### src/rtl/euart_map.svh
// register offsets, field positions, reset values and timing counts
// for the enhanced serial port; included by the design and the bench
`ifndef EUART_MAP_SVH
`define EUART_MAP_SVH

`define EUART_OFS_CTL 8'h00
`define EUART_OFS_DATA 8'h04
`define EUART_OFS_STAT 8'h08
`define EUART_OFS_PWR 8'h0C
`define EUART_OFS_BRGL 8'h10
`define EUART_OFS_BRGH 8'h14

`define EUART_CTL_MODE_HI 7
`define EUART_CTL_MODE_LO 6
`define EUART_CTL_SM2 5
`define EUART_CTL_REN 4
`define EUART_CTL_TX9 3
`define EUART_CTL_RX9 2
`define EUART_CTL_TI 1
`define EUART_CTL_RI 0

`define EUART_STAT_DBUF 7
`define EUART_STAT_BRK 6
`define EUART_STAT_FE 5
`define EUART_STAT_HOLD 4
`define EUART_STAT_BRGSEL 0

`define EUART_PWR_DOUBLE 7
`define EUART_PWR_ERRSEL 6
`define EUART_PWR_BRKRST 0

`define EUART_RST_REG 8'h00
`define EUART_TICKS_LAST 4'hF
`define EUART_TICKS_MID 4'h7
`define EUART_BRK_TICKS 8'hB0

`endif

### src/rtl/euart_pkg.sv
// types shared by the enhanced serial port design
// assumes the map header supplies all numeric constants
package euart_pkg;
  typedef enum logic {TX_IDLE, TX_SHIFT} euart_tx_st_t;
  typedef enum logic [1:0] {RX_IDLE, RX_START, RX_DATA} euart_rx_st_t;
  typedef struct packed {
    logic ninth;
    logic [7:0] data;
  } euart_frame_t;
endpackage : euart_pkg

### src/rtl/euart_top.sv
// enhanced serial port: four modes, baud generator, double buffer
// assumes an apb master on pclk and a timer 1 overflow pulse on pclk
//
// Notes on behaviour
// - mode 0 shifts 8 bits on rxd, clock on txd
// - mode 0 bit is sixteen cpu clocks
// - mode 1 frame: start, 8 data, stop
// - mode 1 stop bit goes to rx_ninth_bit
// - mode 1 rate from timer 1 or generator
// - mode 2 frame adds programmable ninth bit
// - transmitted ninth bit comes from tx_ninth_bit
// - received ninth bit to rx_ninth_bit, stop dropped
// - mode 2 rate is clock/16 or clock/32
// - mode 3 equals mode 2, variable rate
// - generator divides by 16-bit high/low divisor plus one
// - timer 1 overflow halved when baud_double clear
// - generator runs from the cpu clock
// - framing error in status, control bit 7 view
// - eleven low bit times flag a break
// - double buffer gives one stop between characters
// - double buffer off behaves single buffered
// - double buffer raises ti when holding empties
// - tx_ninth_bit latched with byte in holding buffer
//
// Chosen here: the APB slave port and the register addresses.
`timescale 1ns/10ps
`include "euart_map.svh"

module euart_top (
  input wire logic pclk, // cpu clock, 200 MHz
  input wire logic presetn, // async reset, active low
  input wire logic psel, // apb select
  input wire logic penable, // apb access phase
  input wire logic pwrite, // apb direction
  input wire logic [7:0] paddr, // apb byte address
  input wire logic [31:0] pwdata, // apb write data
  output logic [31:0] prdata, // apb read data
  output logic pready, // apb ready
  output logic pslverr, // apb error, unmapped address
  input wire logic t1_ovf, // timer 1 overflow pulse, same clock
  input wire logic rxd_i, // receive pin level
  output logic rxd_o, // receive pin drive value, mode 0
  output logic rxd_oe, // receive pin drive enable
  output logic txd_o, // transmit pin
  output logic break_rst // one-cycle reset request on break
);
  logic mode_select_hi_q, mode_select_lo_q, sm2_q, ren_q;
  logic tx_ninth_bit_q, rx_ninth_bit_q, ti_q, ri_q;
  logic double_buffer_enable_q, brk_q, fe_q, brgsel_q, brkrst_q;
  logic baud_double_bit_q, error_select_bit_q;
  logic [7:0] brgl_q, brgh_q;
  logic [15:0] brg_cnt_q;
  logic pready_q, pslverr_q, rxd_o_q, rxd_oe_q, txd_q, break_rst_q;
  logic [31:0] prdata_q;
  logic rx_s1_q, rxs_q, half_q, t1half_q;
  euart_pkg::euart_frame_t hold_q, rx_buf_q;
  logic hold_full_q;
  euart_pkg::euart_tx_st_t tx_st_q;
  euart_pkg::euart_rx_st_t rx_st_q;
  logic m0rx_q;
  logic [3:0] tcnt_q, tbit_q, rcnt_q, rbit_q;
  logic [8:0] tsh_q, rsh_q;
  logic [7:0] brk_cnt_q;

  logic [1:0] mode;
  logic nine, db_on, tick, brg_ovf;
  logic acc, wr, rd_phase, hit_ctl, hit_data, hit_stat, hit_pwr;
  logic hit_brgl, hit_brgh, mapped, data_wr, ctl_wr, stat_wr;
  logic tx_idle, tx_bit_end, tx_end, tx_take, nd_go, m0rx_go, m0rx_done;
  logic [3:0] tlast, rlast;
  logic tx_bit, rx_done, rx_keep, brk_hit, ti_set, ri_set;

  assign prdata = prdata_q;
  assign pready = pready_q;
  assign pslverr = pslverr_q;
  assign rxd_o = rxd_o_q;
  assign rxd_oe = rxd_oe_q;
  assign txd_o = txd_q;
  assign break_rst = break_rst_q;

  assign mode = {mode_select_hi_q, mode_select_lo_q};
  assign nine = mode_select_hi_q; // modes 2 and 3 carry a ninth bit
  assign db_on = double_buffer_enable_q & (mode != 2'h0);

  // apb: one wait state, so prdata is settled before pready is seen
  assign rd_phase = psel & penable & ~pready_q;
  assign acc = psel & penable & pready_q;
  assign wr = acc & pwrite;
  assign hit_ctl = (paddr == `EUART_OFS_CTL);
  assign hit_data = (paddr == `EUART_OFS_DATA);
  assign hit_stat = (paddr == `EUART_OFS_STAT);
  assign hit_pwr = (paddr == `EUART_OFS_PWR);
  assign hit_brgl = (paddr == `EUART_OFS_BRGL);
  assign hit_brgh = (paddr == `EUART_OFS_BRGH);
  assign mapped = hit_ctl | hit_data | hit_stat | hit_pwr | hit_brgl |
                  hit_brgh;
  assign data_wr = wr & hit_data;
  assign ctl_wr = wr & hit_ctl;
  assign stat_wr = wr & hit_stat;

  always_ff @(posedge pclk or negedge presetn) begin
    if (!presetn) begin
      pready_q <= 1'b0;
      pslverr_q <= 1'b0;
      prdata_q <= 32'h0000_0000;
    end else begin
      pready_q <= rd_phase;
      pslverr_q <= rd_phase & ~mapped;
      if (rd_phase && !pwrite) begin
        prdata_q <= 32'h0000_0000;
        if (hit_ctl) begin
          prdata_q[7:0] <= {error_select_bit_q ? fe_q : mode_select_hi_q,
                            mode_select_lo_q, sm2_q, ren_q, tx_ninth_bit_q,
                            rx_ninth_bit_q, ti_q, ri_q};
        end else if (hit_data) begin
          prdata_q[7:0] <= rx_buf_q.data;
        end else if (hit_stat) begin
          prdata_q[7:0] <= {double_buffer_enable_q, brk_q, fe_q,
                            hold_full_q, 3'h0, brgsel_q};
        end else if (hit_pwr) begin
          prdata_q[7:0] <= {baud_double_bit_q, error_select_bit_q, 5'h00,
                            brkrst_q};
        end else if (hit_brgl) begin
          prdata_q[7:0] <= brgl_q;
        end else if (hit_brgh) begin
          prdata_q[7:0] <= brgh_q;
        end
      end
    end
  end

  // software-owned control bits
  always_ff @(posedge pclk or negedge presetn) begin
    if (!presetn) begin
      {mode_select_hi_q, mode_select_lo_q, sm2_q, ren_q} <= 4'h0;
      tx_ninth_bit_q <= 1'b0;
      {double_buffer_enable_q, brgsel_q, brkrst_q} <= 3'h0;
      {baud_double_bit_q, error_select_bit_q} <= 2'h0;
      brgl_q <= `EUART_RST_REG;
      brgh_q <= `EUART_RST_REG;
    end else if (wr) begin
      if (hit_ctl) begin
        // with error_select set, bit 7 belongs to the framing flag
        if (!error_select_bit_q) begin
          mode_select_hi_q <= pwdata[`EUART_CTL_MODE_HI];
        end
        mode_select_lo_q <= pwdata[`EUART_CTL_MODE_LO];
        sm2_q <= pwdata[`EUART_CTL_SM2];
        ren_q <= pwdata[`EUART_CTL_REN];
        tx_ninth_bit_q <= pwdata[`EUART_CTL_TX9];
      end else if (hit_stat) begin
        double_buffer_enable_q <= pwdata[`EUART_STAT_DBUF];
        brgsel_q <= pwdata[`EUART_STAT_BRGSEL];
      end else if (hit_pwr) begin
        baud_double_bit_q <= pwdata[`EUART_PWR_DOUBLE];
        error_select_bit_q <= pwdata[`EUART_PWR_ERRSEL];
        brkrst_q <= pwdata[`EUART_PWR_BRKRST];
      end else if (hit_brgl) begin
        brgl_q <= pwdata[7:0];
      end else if (hit_brgh) begin
        brgh_q <= pwdata[7:0];
      end
    end
  end

  // rate: tick is the 16x sample strobe, every bit is sixteen ticks
  assign brg_ovf = (brg_cnt_q == 16'h0000);
  always_ff @(posedge pclk or negedge presetn) begin
    if (!presetn) begin
      brg_cnt_q <= 16'h0000;
    end else if (brg_ovf) begin
      brg_cnt_q <= {brgh_q, brgl_q};
    end else begin
      brg_cnt_q <= brg_cnt_q - 16'h0001;
    end
  end

  always_ff @(posedge pclk or negedge presetn) begin
    if (!presetn) begin
      half_q <= 1'b0;
      t1half_q <= 1'b0;
    end else begin
      half_q <= ~half_q;
      if (t1_ovf) begin
        t1half_q <= ~t1half_q;
      end
    end
  end

  always_comb begin
    case (mode)
      2'h0: tick = 1'b1;
      2'h2: tick = baud_double_bit_q | half_q;
      default: begin
        if (brgsel_q) begin
          tick = brg_ovf;
        end else begin
          tick = t1_ovf & (baud_double_bit_q | t1half_q);
        end
      end
    endcase
  end

  // pin synchroniser; only rxs_q is looked at
  always_ff @(posedge pclk or negedge presetn) begin
    if (!presetn) begin
      rx_s1_q <= 1'b1;
      rxs_q <= 1'b1;
    end else begin
      rx_s1_q <= rxd_i;
      rxs_q <= rx_s1_q;
    end
  end

  // transmit engine, also runs mode 0 receive since the pins are shared
  assign tlast = (mode == 2'h0) ? 4'h7 : (nine ? 4'hA : 4'h9);
  assign tx_idle = (tx_st_q == euart_pkg::TX_IDLE);
  assign tx_bit_end = !tx_idle && tick && tcnt_q == `EUART_TICKS_LAST;
  assign tx_end = tx_bit_end && tbit_q == tlast;
  assign tx_take = db_on & hold_full_q & (tx_idle | tx_end);
  assign nd_go = data_wr & ~db_on & tx_idle;
  assign m0rx_go = (mode == 2'h0) & ren_q & ~ri_q & tx_idle & ~data_wr;
  assign m0rx_done = tx_end & m0rx_q;

  always_comb begin
    if (tbit_q == 4'h0) begin
      tx_bit = 1'b0; // start bit
    end else if (tbit_q <= 4'h8) begin
      tx_bit = tsh_q[0];
    end else if (tbit_q == 4'h9 && nine) begin
      tx_bit = db_on ? tsh_q[8] : tx_ninth_bit_q;
    end else begin
      tx_bit = 1'b1;
    end
  end

  always_ff @(posedge pclk or negedge presetn) begin
    if (!presetn) begin
      tx_st_q <= euart_pkg::TX_IDLE;
      m0rx_q <= 1'b0;
      tcnt_q <= 4'h0;
      tbit_q <= 4'h0;
      tsh_q <= 9'h000;
    end else if (tx_take) begin
      tx_st_q <= euart_pkg::TX_SHIFT;
      m0rx_q <= 1'b0;
      tcnt_q <= 4'h0;
      tbit_q <= 4'h0;
      tsh_q <= hold_q; // byte and its ninth bit together
    end else if (nd_go || m0rx_go) begin
      tx_st_q <= euart_pkg::TX_SHIFT;
      m0rx_q <= m0rx_go;
      tcnt_q <= 4'h0;
      tbit_q <= (mode == 2'h0) ? 4'h0 : 4'h0;
      tsh_q <= {1'b0, pwdata[7:0]};
    end else if (!tx_idle && tick) begin
      tcnt_q <= tcnt_q + 4'h1;
      if (tcnt_q == `EUART_TICKS_LAST) begin
        tbit_q <= tbit_q + 4'h1;
        if (mode == 2'h0) begin
          // lsb first both ways; receive samples at the end of the clock high half
          tsh_q[7:0] <= m0rx_q ? {rxs_q, tsh_q[7:1]} : {1'b0, tsh_q[7:1]};
        end else if (tbit_q != 4'h0 && tbit_q <= 4'h8) begin
          tsh_q[7:0] <= {1'b0, tsh_q[7:1]};
        end
        if (tbit_q == tlast) begin
          tx_st_q <= euart_pkg::TX_IDLE;
        end
      end
    end
  end

  // pins: mode 0 drives the shift clock on txd, and data on rxd only when transmitting
  always_ff @(posedge pclk or negedge presetn) begin
    if (!presetn) begin
      txd_q <= 1'b1;
      rxd_o_q <= 1'b1;
      rxd_oe_q <= 1'b0;
    end else if (tx_idle) begin
      txd_q <= 1'b1;
      rxd_o_q <= 1'b1;
      rxd_oe_q <= 1'b0;
    end else if (mode == 2'h0) begin
      txd_q <= tcnt_q[3]; // low half then high half
      rxd_o_q <= tsh_q[0];
      rxd_oe_q <= ~m0rx_q;
    end else begin
      txd_q <= tx_bit;
      rxd_o_q <= 1'b1;
      rxd_oe_q <= 1'b0;
    end
  end

  // holding buffer; a write while it is full is dropped
  always_ff @(posedge pclk or negedge presetn) begin
    if (!presetn) begin
      hold_full_q <= 1'b0;
      hold_q <= '0;
    end else if (data_wr && db_on && !hold_full_q) begin
      hold_full_q <= 1'b1;
      hold_q <= {tx_ninth_bit_q, pwdata[7:0]};
    end else if (tx_take) begin
      hold_full_q <= 1'b0;
    end
  end

  // asynchronous receiver, modes 1 to 3
  assign rlast = nine ? 4'h9 : 4'h8;
  assign rx_done = rx_st_q == euart_pkg::RX_DATA && tick &&
                   rcnt_q == `EUART_TICKS_LAST && rbit_q == rlast;
  assign rx_keep = rx_done & ~ri_q; // unread data is never overwritten

  always_ff @(posedge pclk or negedge presetn) begin
    if (!presetn) begin
      rx_st_q <= euart_pkg::RX_IDLE;
      rcnt_q <= 4'h0;
      rbit_q <= 4'h0;
      rsh_q <= 9'h000;
    end else if (mode == 2'h0 || !ren_q) begin
      rx_st_q <= euart_pkg::RX_IDLE;
    end else if (tick) begin
      case (rx_st_q)
        euart_pkg::RX_IDLE: begin
          rcnt_q <= 4'h0;
          if (!rxs_q) begin
            rx_st_q <= euart_pkg::RX_START;
          end
        end
        euart_pkg::RX_START: begin
          rcnt_q <= rcnt_q + 4'h1;
          if (rcnt_q == `EUART_TICKS_MID) begin
            // a glitch shorter than half a bit is not a start
            rx_st_q <= rxs_q ? euart_pkg::RX_IDLE : euart_pkg::RX_DATA;
            rcnt_q <= 4'h0;
            rbit_q <= 4'h0;
          end
        end
        euart_pkg::RX_DATA: begin
          rcnt_q <= rcnt_q + 4'h1;
          if (rcnt_q == `EUART_TICKS_LAST) begin
            rbit_q <= rbit_q + 4'h1;
            if (rbit_q < 4'h8) begin
              rsh_q[7:0] <= {rxs_q, rsh_q[7:1]};
            end else if (rbit_q == 4'h8 && nine) begin
              rsh_q[8] <= rxs_q;
            end
            if (rbit_q == rlast) begin
              rx_st_q <= euart_pkg::RX_IDLE;
            end
          end
        end
        default: rx_st_q <= euart_pkg::RX_IDLE;
      endcase
    end
  end

  always_ff @(posedge pclk or negedge presetn) begin
    if (!presetn) begin
      rx_buf_q <= '0;
      rx_ninth_bit_q <= 1'b0;
    end else if (rx_keep) begin
      rx_buf_q <= {1'b0, rsh_q[7:0]};
      rx_ninth_bit_q <= nine ? rsh_q[8] : rxs_q;
    end else if (m0rx_done && !ri_q) begin
      rx_buf_q <= {1'b0, rxs_q, tsh_q[7:1]};
    end else if (ctl_wr) begin
      rx_ninth_bit_q <= pwdata[`EUART_CTL_RX9];
    end
  end

  // break: 11 bit times of low samples, in ticks
  assign brk_hit = (mode != 2'h0) && tick && !rxs_q &&
                   brk_cnt_q == `EUART_BRK_TICKS - 8'h01;
  always_ff @(posedge pclk or negedge presetn) begin
    if (!presetn) begin
      brk_cnt_q <= 8'h00;
      break_rst_q <= 1'b0;
    end else begin
      break_rst_q <= brk_hit & brkrst_q;
      if (rxs_q || mode == 2'h0) begin
        brk_cnt_q <= 8'h00;
      end else if (tick && brk_cnt_q != `EUART_BRK_TICKS) begin
        brk_cnt_q <= brk_cnt_q + 8'h01;
      end
    end
  end

  // sticky flags: a hardware set wins over a software clear
  assign ti_set = db_on ? tx_take
                        : (tx_end & ~m0rx_q);
  assign ri_set = rx_keep | m0rx_done;
  always_ff @(posedge pclk or negedge presetn) begin
    if (!presetn) begin
      {ti_q, ri_q, fe_q, brk_q} <= 4'h0;
    end else begin
      ti_q <= ti_set | (ti_q & ~(ctl_wr & ~pwdata[`EUART_CTL_TI]));
      ri_q <= ri_set | (ri_q & ~(ctl_wr & ~pwdata[`EUART_CTL_RI]));
      fe_q <= (rx_done & ~rxs_q) | (fe_q &
              ~(stat_wr & ~pwdata[`EUART_STAT_FE]) &
              ~(ctl_wr & error_select_bit_q &
                ~pwdata[`EUART_CTL_MODE_HI]));
      brk_q <= brk_hit | (brk_q &
               ~(stat_wr & ~pwdata[`EUART_STAT_BRK]));
    end
  end

  a_m0_rate: assert property (@(posedge pclk) disable iff (!presetn)
    mode == 2'h0 |-> tick) else $error("mode 0 tick missing");
  a_m2_half: assert property (@(posedge pclk) disable iff (!presetn)
    (mode == 2'h2 && !baud_double_bit_q && tick) |=> (!tick ||
    mode != 2'h2 || baud_double_bit_q))
    else $error("mode 2 divide by 32 broken");
  a_brg_src: assert property (@(posedge pclk) disable iff (!presetn)
    (mode[0] && brgsel_q) |-> (tick == (brg_cnt_q == 16'h0000)))
    else $error("generator rate not used");
  a_stop_kept: assert property (@(posedge pclk) disable iff (!presetn)
    (rx_keep && mode == 2'h1) |=> rx_ninth_bit_q == $past(rxs_q))
    else $error("stop bit not kept in rb8");
  a_fe_stop: assert property (@(posedge pclk) disable iff (!presetn)
    (rx_done && !rxs_q) |=> fe_q) else $error("framing error missed");
  a_brk_flag: assert property (@(posedge pclk) disable iff (!presetn)
    brk_hit |=> brk_q ##0 (break_rst_q == $past(brkrst_q)))
    else $error("break not flagged");
  a_db_ti: assert property (@(posedge pclk) disable iff (!presetn)
    tx_take |=> ti_q && tbit_q == 4'h0 && !tx_idle)
    else $error("holding empty without ti");
  a_start_low: assert property (@(posedge pclk) disable iff (!presetn)
    (!tx_idle && mode != 2'h0 && tbit_q == 4'h0 && tcnt_q == 4'h1)
    |=> !txd_q) else $error("start bit not low");
  a_ninth_latch: assert property (@(posedge pclk) disable iff (!presetn)
    (data_wr && db_on && !hold_full_q) |=> hold_full_q &&
    hold_q.ninth == $past(tx_ninth_bit_q)) else $error("ninth bit lost");
  a_m0_drive: assert property (@(posedge pclk) disable iff (!presetn)
    (!tx_idle && mode == 2'h0 && !m0rx_q) |=> rxd_oe_q)
    else $error("mode 0 data pin not driven");
endmodule : euart_top

### config.mk
export PLATFORM = sky130hd
export DESIGN_NAME = euart_top
export DESIGN_NICKNAME = d
export VERILOG_FILES = /design/src/rtl/euart_pkg.sv /design/src/rtl/euart_top.sv
export VERILOG_INCLUDE_DIRS = /design/src /design/src/rtl
export SDC_FILE = /design/constraint.sdc
export NUM_CORES = 1
export LEC_CHECK = 0
export ABC_CLOCK_PERIOD_IN_PS = 4200
export BUFFER_PORTS_ARGS = -buffer_cell sky130_fd_sc_hd__buf_2
export CAP_MARGIN = 10
export CORE_UTILIZATION = 63
export DETAILED_ROUTE_END_ITERATION = 12
export PLACE_DENSITY_LB_ADDON = 0.15
export SYNTH_ARGS = -nofsm -noshare
export SYNTH_HDL_FRONTEND = slang
export SYNTH_SLANG_ARGS = --single-unit
export TNS_END_PERCENT = 100
### constraint.sdc
create_clock -name pclk -period 4.2 [get_ports pclk]
set_input_delay 0.21 -clock pclk [delete_from_list [all_inputs] [get_ports pclk]]
set_output_delay 0.21 -clock pclk [all_outputs]
set_load 0.005 [all_outputs]
# After elaboration in Yosys (flattened, before gate mapping)
# Index checks and enable logic that the tools add are counted.
[word_totals]
wordCells = 279
output_inout_bits = 38
register_bits = 129
inputBits = 47
[op_classes]
addsub = 6
magnitude_cmp = 2
n_eq_ne = 24
mux = 69
n_bitwise = 74
reduce_logical = 59
[ops]
columns = ["op", "n"]
rows = [
  ["2-to-1 mux 8 bit", 16],
  ["2-to-1 mux 4 bit", 11],
  ["bitwise AND 1 bit", 34],
  ["2-to-1 mux 1 bit", 28],
  ["NOT 1 bit", 27],
  ["AND reduction 5 bit", 4],
  ["logical AND 1 bit", 17],
  ["adder 4 x 1 -> 4 bit (second input constant)", 4],
  ["== test 4 bit (second input constant)", 4],
  ["== test 8 x 4 -> 1 bit (second input constant)", 2],
  ["== test 8 x 5 -> 1 bit (second input constant)", 2],
  ["zero test 16 bit", 1],
  ["2-to-1 mux 16 bit", 1],
  ["2-to-1 mux 2 bit", 8],
  ["nonzero test 2 bit", 8],
  ["subtractor 16 x 1 -> 16 bit (second input constant)", 1],
  ["AND reduction 3 bit", 5],
  ["OR 1 bit", 13],
  ["one-hot mux 4 bit (3 select lines)", 1],
  ["AND reduction 6 bit", 2],
  ["nonzero test 3 bit", 4],
  ["2-to-1 mux 9 bit", 1],
  ["adder 8 x 1 -> 8 bit (second input constant)", 1],
  ["== test 4 bit", 2],
  ["other kinds (23)", 37],
]

# Logic depth before layout (Yosys ltp)
[depth]
depth_word = 11
mapped_depth = 10
ltp_nobuf = 8

# Worst setup path after synthesis
# Ideal clock, no wire load.
[synth_timing]
kind = "reg-to-reg"
startpoint = "register brg_cnt_q[6]"
endpoint = "register rsh_q[0]"
t_arrival_ps = 2450
slack_ps = 1625
required_time_ps = 4075
stages_incl_launch_ff = 9
path_buffers = 2
synth_period_minus_slack_ps = 2575
setup_ps = 125
cell_sequence = "dfrtp_1 > nor4_4 > and4_1 > buf_6 > a21oi_4 > or2_1 > or4_1 > buf_6 > mux2_4"
[synth_via]
elab_chain_cells = 4
[synth_lines]
columns = ["element", "line_no", "source"]
rows = [
  ["start: declaration", "euart_top.sv:52", "logic [15:0] brg_cnt_q;"],
  ["start signal: assignment", "euart_top.sv:172", "brg_cnt_q <= {brgh_q, brgl_q};"],
  ["start signal: assignment", "euart_top.sv:174", "brg_cnt_q <= brg_cnt_q - 16'h0001;"],
  ["zero test 16 bit", "euart_top.sv:167", "assign brg_ovf = (brg_cnt_q == 16'h0000);"],
  ["2-to-1 mux 1 bit", "euart_top.sv:195", "if (brgsel_q) begin"],
  ["one-hot mux 1 bit (2 select lines)", "euart_top.sv:191", "case (mode)"],
  ["AND reduction 5 bit (no source line)", "-", ""],
  ["end signal: assignment", "euart_top.sv:343", "rsh_q[7:0] <= {rxs_q, rsh_q[7:1]};"],
  ["end: declaration", "euart_top.sv:62", "logic [8:0] tsh_q, rsh_q;"],
]
# Every way passes these cells.
# A chain may end at the register's enable or synchronous reset.

# Worst setup path in the final report
[layout_timing]
startpoint = "register brg_cnt_q[11]"
endpoint = "register rsh_q[1]"
# The elaborated chain is that of the path after synthesis.

==> out/qor_table.md <==
| Result | Reported | Unit |
| --- | --- | --- |
| Number of global-route vias before repair | 5,028 | - |
| Fraction of registers with async set/reset | 1.00 | - |
| Cell Area, Synth | 0.00665 | mm² |
| Number of top-level pins | 85 | - |
| Endpoints failing setup | 0 | - |
| Final Hold Slack | 8.29 | ps |
| Final Hold Vio Count | 0 | - |
| Data required, critical path | 4620 | ps |
| Clock-pin slew on the worst setup and hold paths | 60 | ps |
| Number of diodes added for antenna fixing | 0 | - |
| Category of the worst setup path capture point | flop | - |
| First-pass DRT Iterations | 5 | - |
| Post-layout utilization of the core | 0.741 | - |
| Setup repair after global routing missed its margin | no | - |
| Total number of vias | 5,053 | - |
| Power density of the placed cells | 521 | mW/mm² |
| Grt total ovfl | 0 | - |
| Routed wire per std cell | 18.3 | µm |
| Headroom to the max-slew limit | 0.316 | - |
| Crit path launch type | flop | - |
| GPL Wtd Cong | 0.881 | - |
| Arrival time of data at the critical path endpoint | 3490 | ps |
| Largest fanout of any net on the critical path | 17 | - |
| Top_reg_cell synth | sky130_fd_sc_hd__dfrtp_1 | - |
| TNS Setup | 0 | ps |
| Post-Synth Simple-Gate Area | 0.177 | - |
| Share of cells above drive strength 1 | 0.192 | - |
| Peak supply drop | 444 | µV |
| Layout-stage area growth over the synthesis result | 14.4 | % |
| Leakage power | 3.53 | nW |
| Synthesized-area fraction occupied by xor and xnor cells | 0.0369 | - |
| Number of input and output port buffers inserted | 36 | - |
| Final HPWL from detailed placement | 10,500 | µm |
| Effective utilization at floorplan | 0.647 | - |
| Post-synthesis register bit count | 129 | - |
| First-pass GRT wire length | 25,400 | µm |
| Avg Synthesized Cell Area | 10.4 | µm² |
| Number of enable-type register cells in the synthesized netlist | 0 | - |
| Floorplan row count | 37 | - |
| Total clock sinks | 129 | - |
| CTS tree | done | - |
| Count of yosys warnings during synthesis | 0 | - |
| DRC violation total after the first TritonRoute iteration | 282 | - |
| Horizontal die dimension | 105 | µm |
| Final Skew | 5.69 | ps |
| H-tree lvl count | 4 | - |
| Final wirelength | 15,200 | µm |
| DRT antenna net count | 0 | - |
| Compound-cell area share of the yosys netlist | 0.103 | - |
| Die footprint | 0.0110 | mm² |
| Global Route Usage Sum | 0.302 | - |
| Multiplexer fraction of the synthesized cell area | 0.109 | - |
| Setup Crit Path Kind | reg -> reg | - |
| Number of pins exceeding their max-slew limit in the final report | 0 | - |
| Synth cell types | 59 | - |
| Post-DR vias/cell | 6.07 | - |
| Net count, final | 747 | - |
| Maximum clock rate | 326 | MHz |
| Synth area leader | sky130_fd_sc_hd__dfrtp_1 | - |
| Status | completed | - |
| Transition time at the pin with the least slew margin | 1030 | ps |
| CTS buffer count | 17 | - |
| Post-route DRC | 0 | - |
| Clock latency on the worst-skew pair | 540 | ps |
| Post-cts sizing count | 0 | - |
| Part of the cycle the worst path needs | 0.731 | - |
| Dominant combinational cell family by area after synthesis | simple AND/OR/NAND/NOR gates | - |
| Minimum clock period after layout | 3070 | ps |
| Y dimension of the die | 105 | µm |
| Largest net degree at the start of global routing | 83 | - |
| Core ar. | 0.0103 | mm² |
| Post-synthesis sequential area ratio | 0.486 | - |
| Maxcap violations | 0 | - |
| Count of buffers added by post-CTS timing repair for setup | 0 | - |
| Post-route cell area | 0.00761 | mm² |
| Area fraction of the dominant cell type after synthesis | 0.470 | - |
| Post-synthesis instance total | 641 | - |
| Clock root cell | sky130_fd_sc_hd__clkbuf_8 | - |
| Buffers from clock root to sink, at most | 2 | - |
| Cell Area, Placed | 0.00686 | mm² |
| Worst min path class | in -> reg | - |
| Synth top area cells | sky130_fd_sc_hd__dfrtp_1 (47%), sky130_fd_sc_hd__mux2_2 (6.4%), sky130_fd_sc_hd__nor2_1 (3.3%) | - |
| Number of antenna violations at the first check in global routing | 0 | - |
| Adder and majority gate portion of the synthesized area | 0.0316 | - |
==> sequential cells by signal, summed over array words and instances, names as in the netlist, 8 cells and up <==
| signal | flops |
|---|---|
| brgl_q | 8 |
| hold_q | 9 |
| prdata | 8 |
| brgh_q | 8 |
| rx_buf_q | 8 |
| rsh_q | 9 |
| brk_cnt_q | 8 |
| tsh_q | 9 |
| brg_cnt_q | 16 |
==> kinds of logic (layout without fill, tap and decap cells) <==
kind of cell             Yosys count  after routing
multiplexers                      64             64
buffers and inverters             70            103
AO/OA/AOI/OAI                    105            105
adder cells (fa/ha/maj)           17             17
flip-flops                       129            129
AND/OR/NAND/NOR                  227            227
other                              1             24
XOR/XNOR                          28             28
==> metal layers <==
layer,GRT usage,share of wire,vias to the layer above
li1,-,-,2327
met1,0.398,0.43,2500
met2,0.485,0.48,197
met3,0.0724,0.065,29
met4,0.119,0.020,0
met5,0,0,-
==> worst max-delay path, stage by stage (launching register included) <==
cell,delay (ps)
sky130_fd_sc_hd__dfrtp_1,410
sky130_fd_sc_hd__nor4_1,490
sky130_fd_sc_hd__and4_1,390
sky130_fd_sc_hd__a21oi_4,190
sky130_fd_sc_hd__or2_1,320
sky130_fd_sc_hd__or4_1,770
sky130_fd_sc_hd__mux2_4,390
==> report_power, final <==
part | leakage (nW) | internal [W] | switching (W)
logic | 1.54 | 0.000292 | 0.000334
registers | 1.66 | 0.00144 | 0.000208
clock network | 0.331 | 0.00114 | 0.000550
total | 3.53 | 0.00287 | 0.00109
==> repair_timing <==
item | in CTS | in global routing
setup endpoints to repair | 0 | 0
endpoints found under the hold margin | 93 | 0
hold buffers | 7 | 0
==> synthesized netlist by cell type, types with 4 or more instances <==
cell type                  instances
sky130_fd_sc_hd__a22o_1            4
sky130_fd_sc_hd__mux2_4            8
sky130_fd_sc_hd__inv_1            20
sky130_fd_sc_hd__nand2b_1          7
sky130_fd_sc_hd__mux2i_1          18
sky130_fd_sc_hd__and3_1            6
sky130_fd_sc_hd__nand2_1          55
sky130_fd_sc_hd__nand3_1          19
sky130_fd_sc_hd__mux2_2           38
sky130_fd_sc_hd__or2_2             4
sky130_fd_sc_hd__ha_1             16
sky130_fd_sc_hd__a222oi_1          5
sky130_fd_sc_hd__clkbuf_1         20
sky130_fd_sc_hd__and2_1            4
sky130_fd_sc_hd__dfstp_2           4
sky130_fd_sc_hd__dfrtp_1         125
sky130_fd_sc_hd__nand4_1           9
sky130_fd_sc_hd__a31oi_1           8
sky130_fd_sc_hd__xnor2_1          17
sky130_fd_sc_hd__nor4b_1           7
sky130_fd_sc_hd__nor2_1           59
sky130_fd_sc_hd__o21ai_0          29
sky130_fd_sc_hd__nor4_1           11
sky130_fd_sc_hd__a22oi_1           6
sky130_fd_sc_hd__nor2b_1          11
sky130_fd_sc_hd__o22ai_1           7
sky130_fd_sc_hd__xor2_1           11
sky130_fd_sc_hd__buf_4            24
sky130_fd_sc_hd__nor3b_1           4
sky130_fd_sc_hd__or4_1             4
sky130_fd_sc_hd__o31ai_1          10
sky130_fd_sc_hd__a21oi_1          18
sky130_fd_sc_hd__nor3_1           12
==> worst paths after layout <==
check	startpoint	end	slack (ps)	cells past startpoint
setup reg to reg	brg_cnt_q[11]	rsh_q[1]	1130	6
setup / recovery	brg_cnt_q[11]	rsh_q[1]	1130	6
hold reg to reg	rx_s1_q	rxs_q	360	0
min in group asynchronous	presetn	brg_cnt_q[14]	380	2
hold / removal	pwdata[1]	hold_q[1]	8	2
max in group asynchronous	presetn	txd_o	2780	3
==> stage by stage <==
stage / cells / setup WS [ps] / power, W
after global placement: 794 / 1220 / 0.00222
after CTS: 833 / 1140 / 0.00398
after floorplan: 664 / 1630 / 0.00206
final: 833 / 1130 / 0.00396
after detailed placement: 794 / 1130 / 0.00227
after global routing: 833 / 984 / 0.00414
==> cells in the final DEF, fill, tap and decap left out, types with 12 or more instances in the layout <==
| master | n |
|---|---|
| sky130_fd_sc_hd__a21oi_1 | 18 |
| sky130_fd_sc_hd__xnor2_1 | 17 |
| sky130_fd_sc_hd__nand2_1 | 55 |
| sky130_fd_sc_hd__nand3_1 | 19 |
| sky130_fd_sc_hd__nor2_1 | 59 |
| sky130_fd_sc_hd__mux2i_1 | 18 |
| sky130_fd_sc_hd__conb_1 | 24 |
| sky130_fd_sc_hd__inv_1 | 20 |
| sky130_fd_sc_hd__dfrtp_1 | 125 |
| sky130_fd_sc_hd__clkbuf_16 | 16 |
| sky130_fd_sc_hd__nor3_1 | 12 |
| sky130_fd_sc_hd__ha_1 | 16 |
| sky130_fd_sc_hd__buf_2 | 35 |
| sky130_fd_sc_hd__o21ai_0 | 29 |
| sky130_fd_sc_hd__mux2_2 | 38 |
==> layout make-up <==
class / count / area, µm²
tap: 136 / 170
sequential: 129 / 3230
clock buffer: 17 / 414
timing repair buffer: 51 / 313
fill: 712 / 2670
multi-input combinational: 465 / 3140
inverter: 20 / 75.1
clock inverter: 15 / 264
Power figures use the tool's default switching activity.
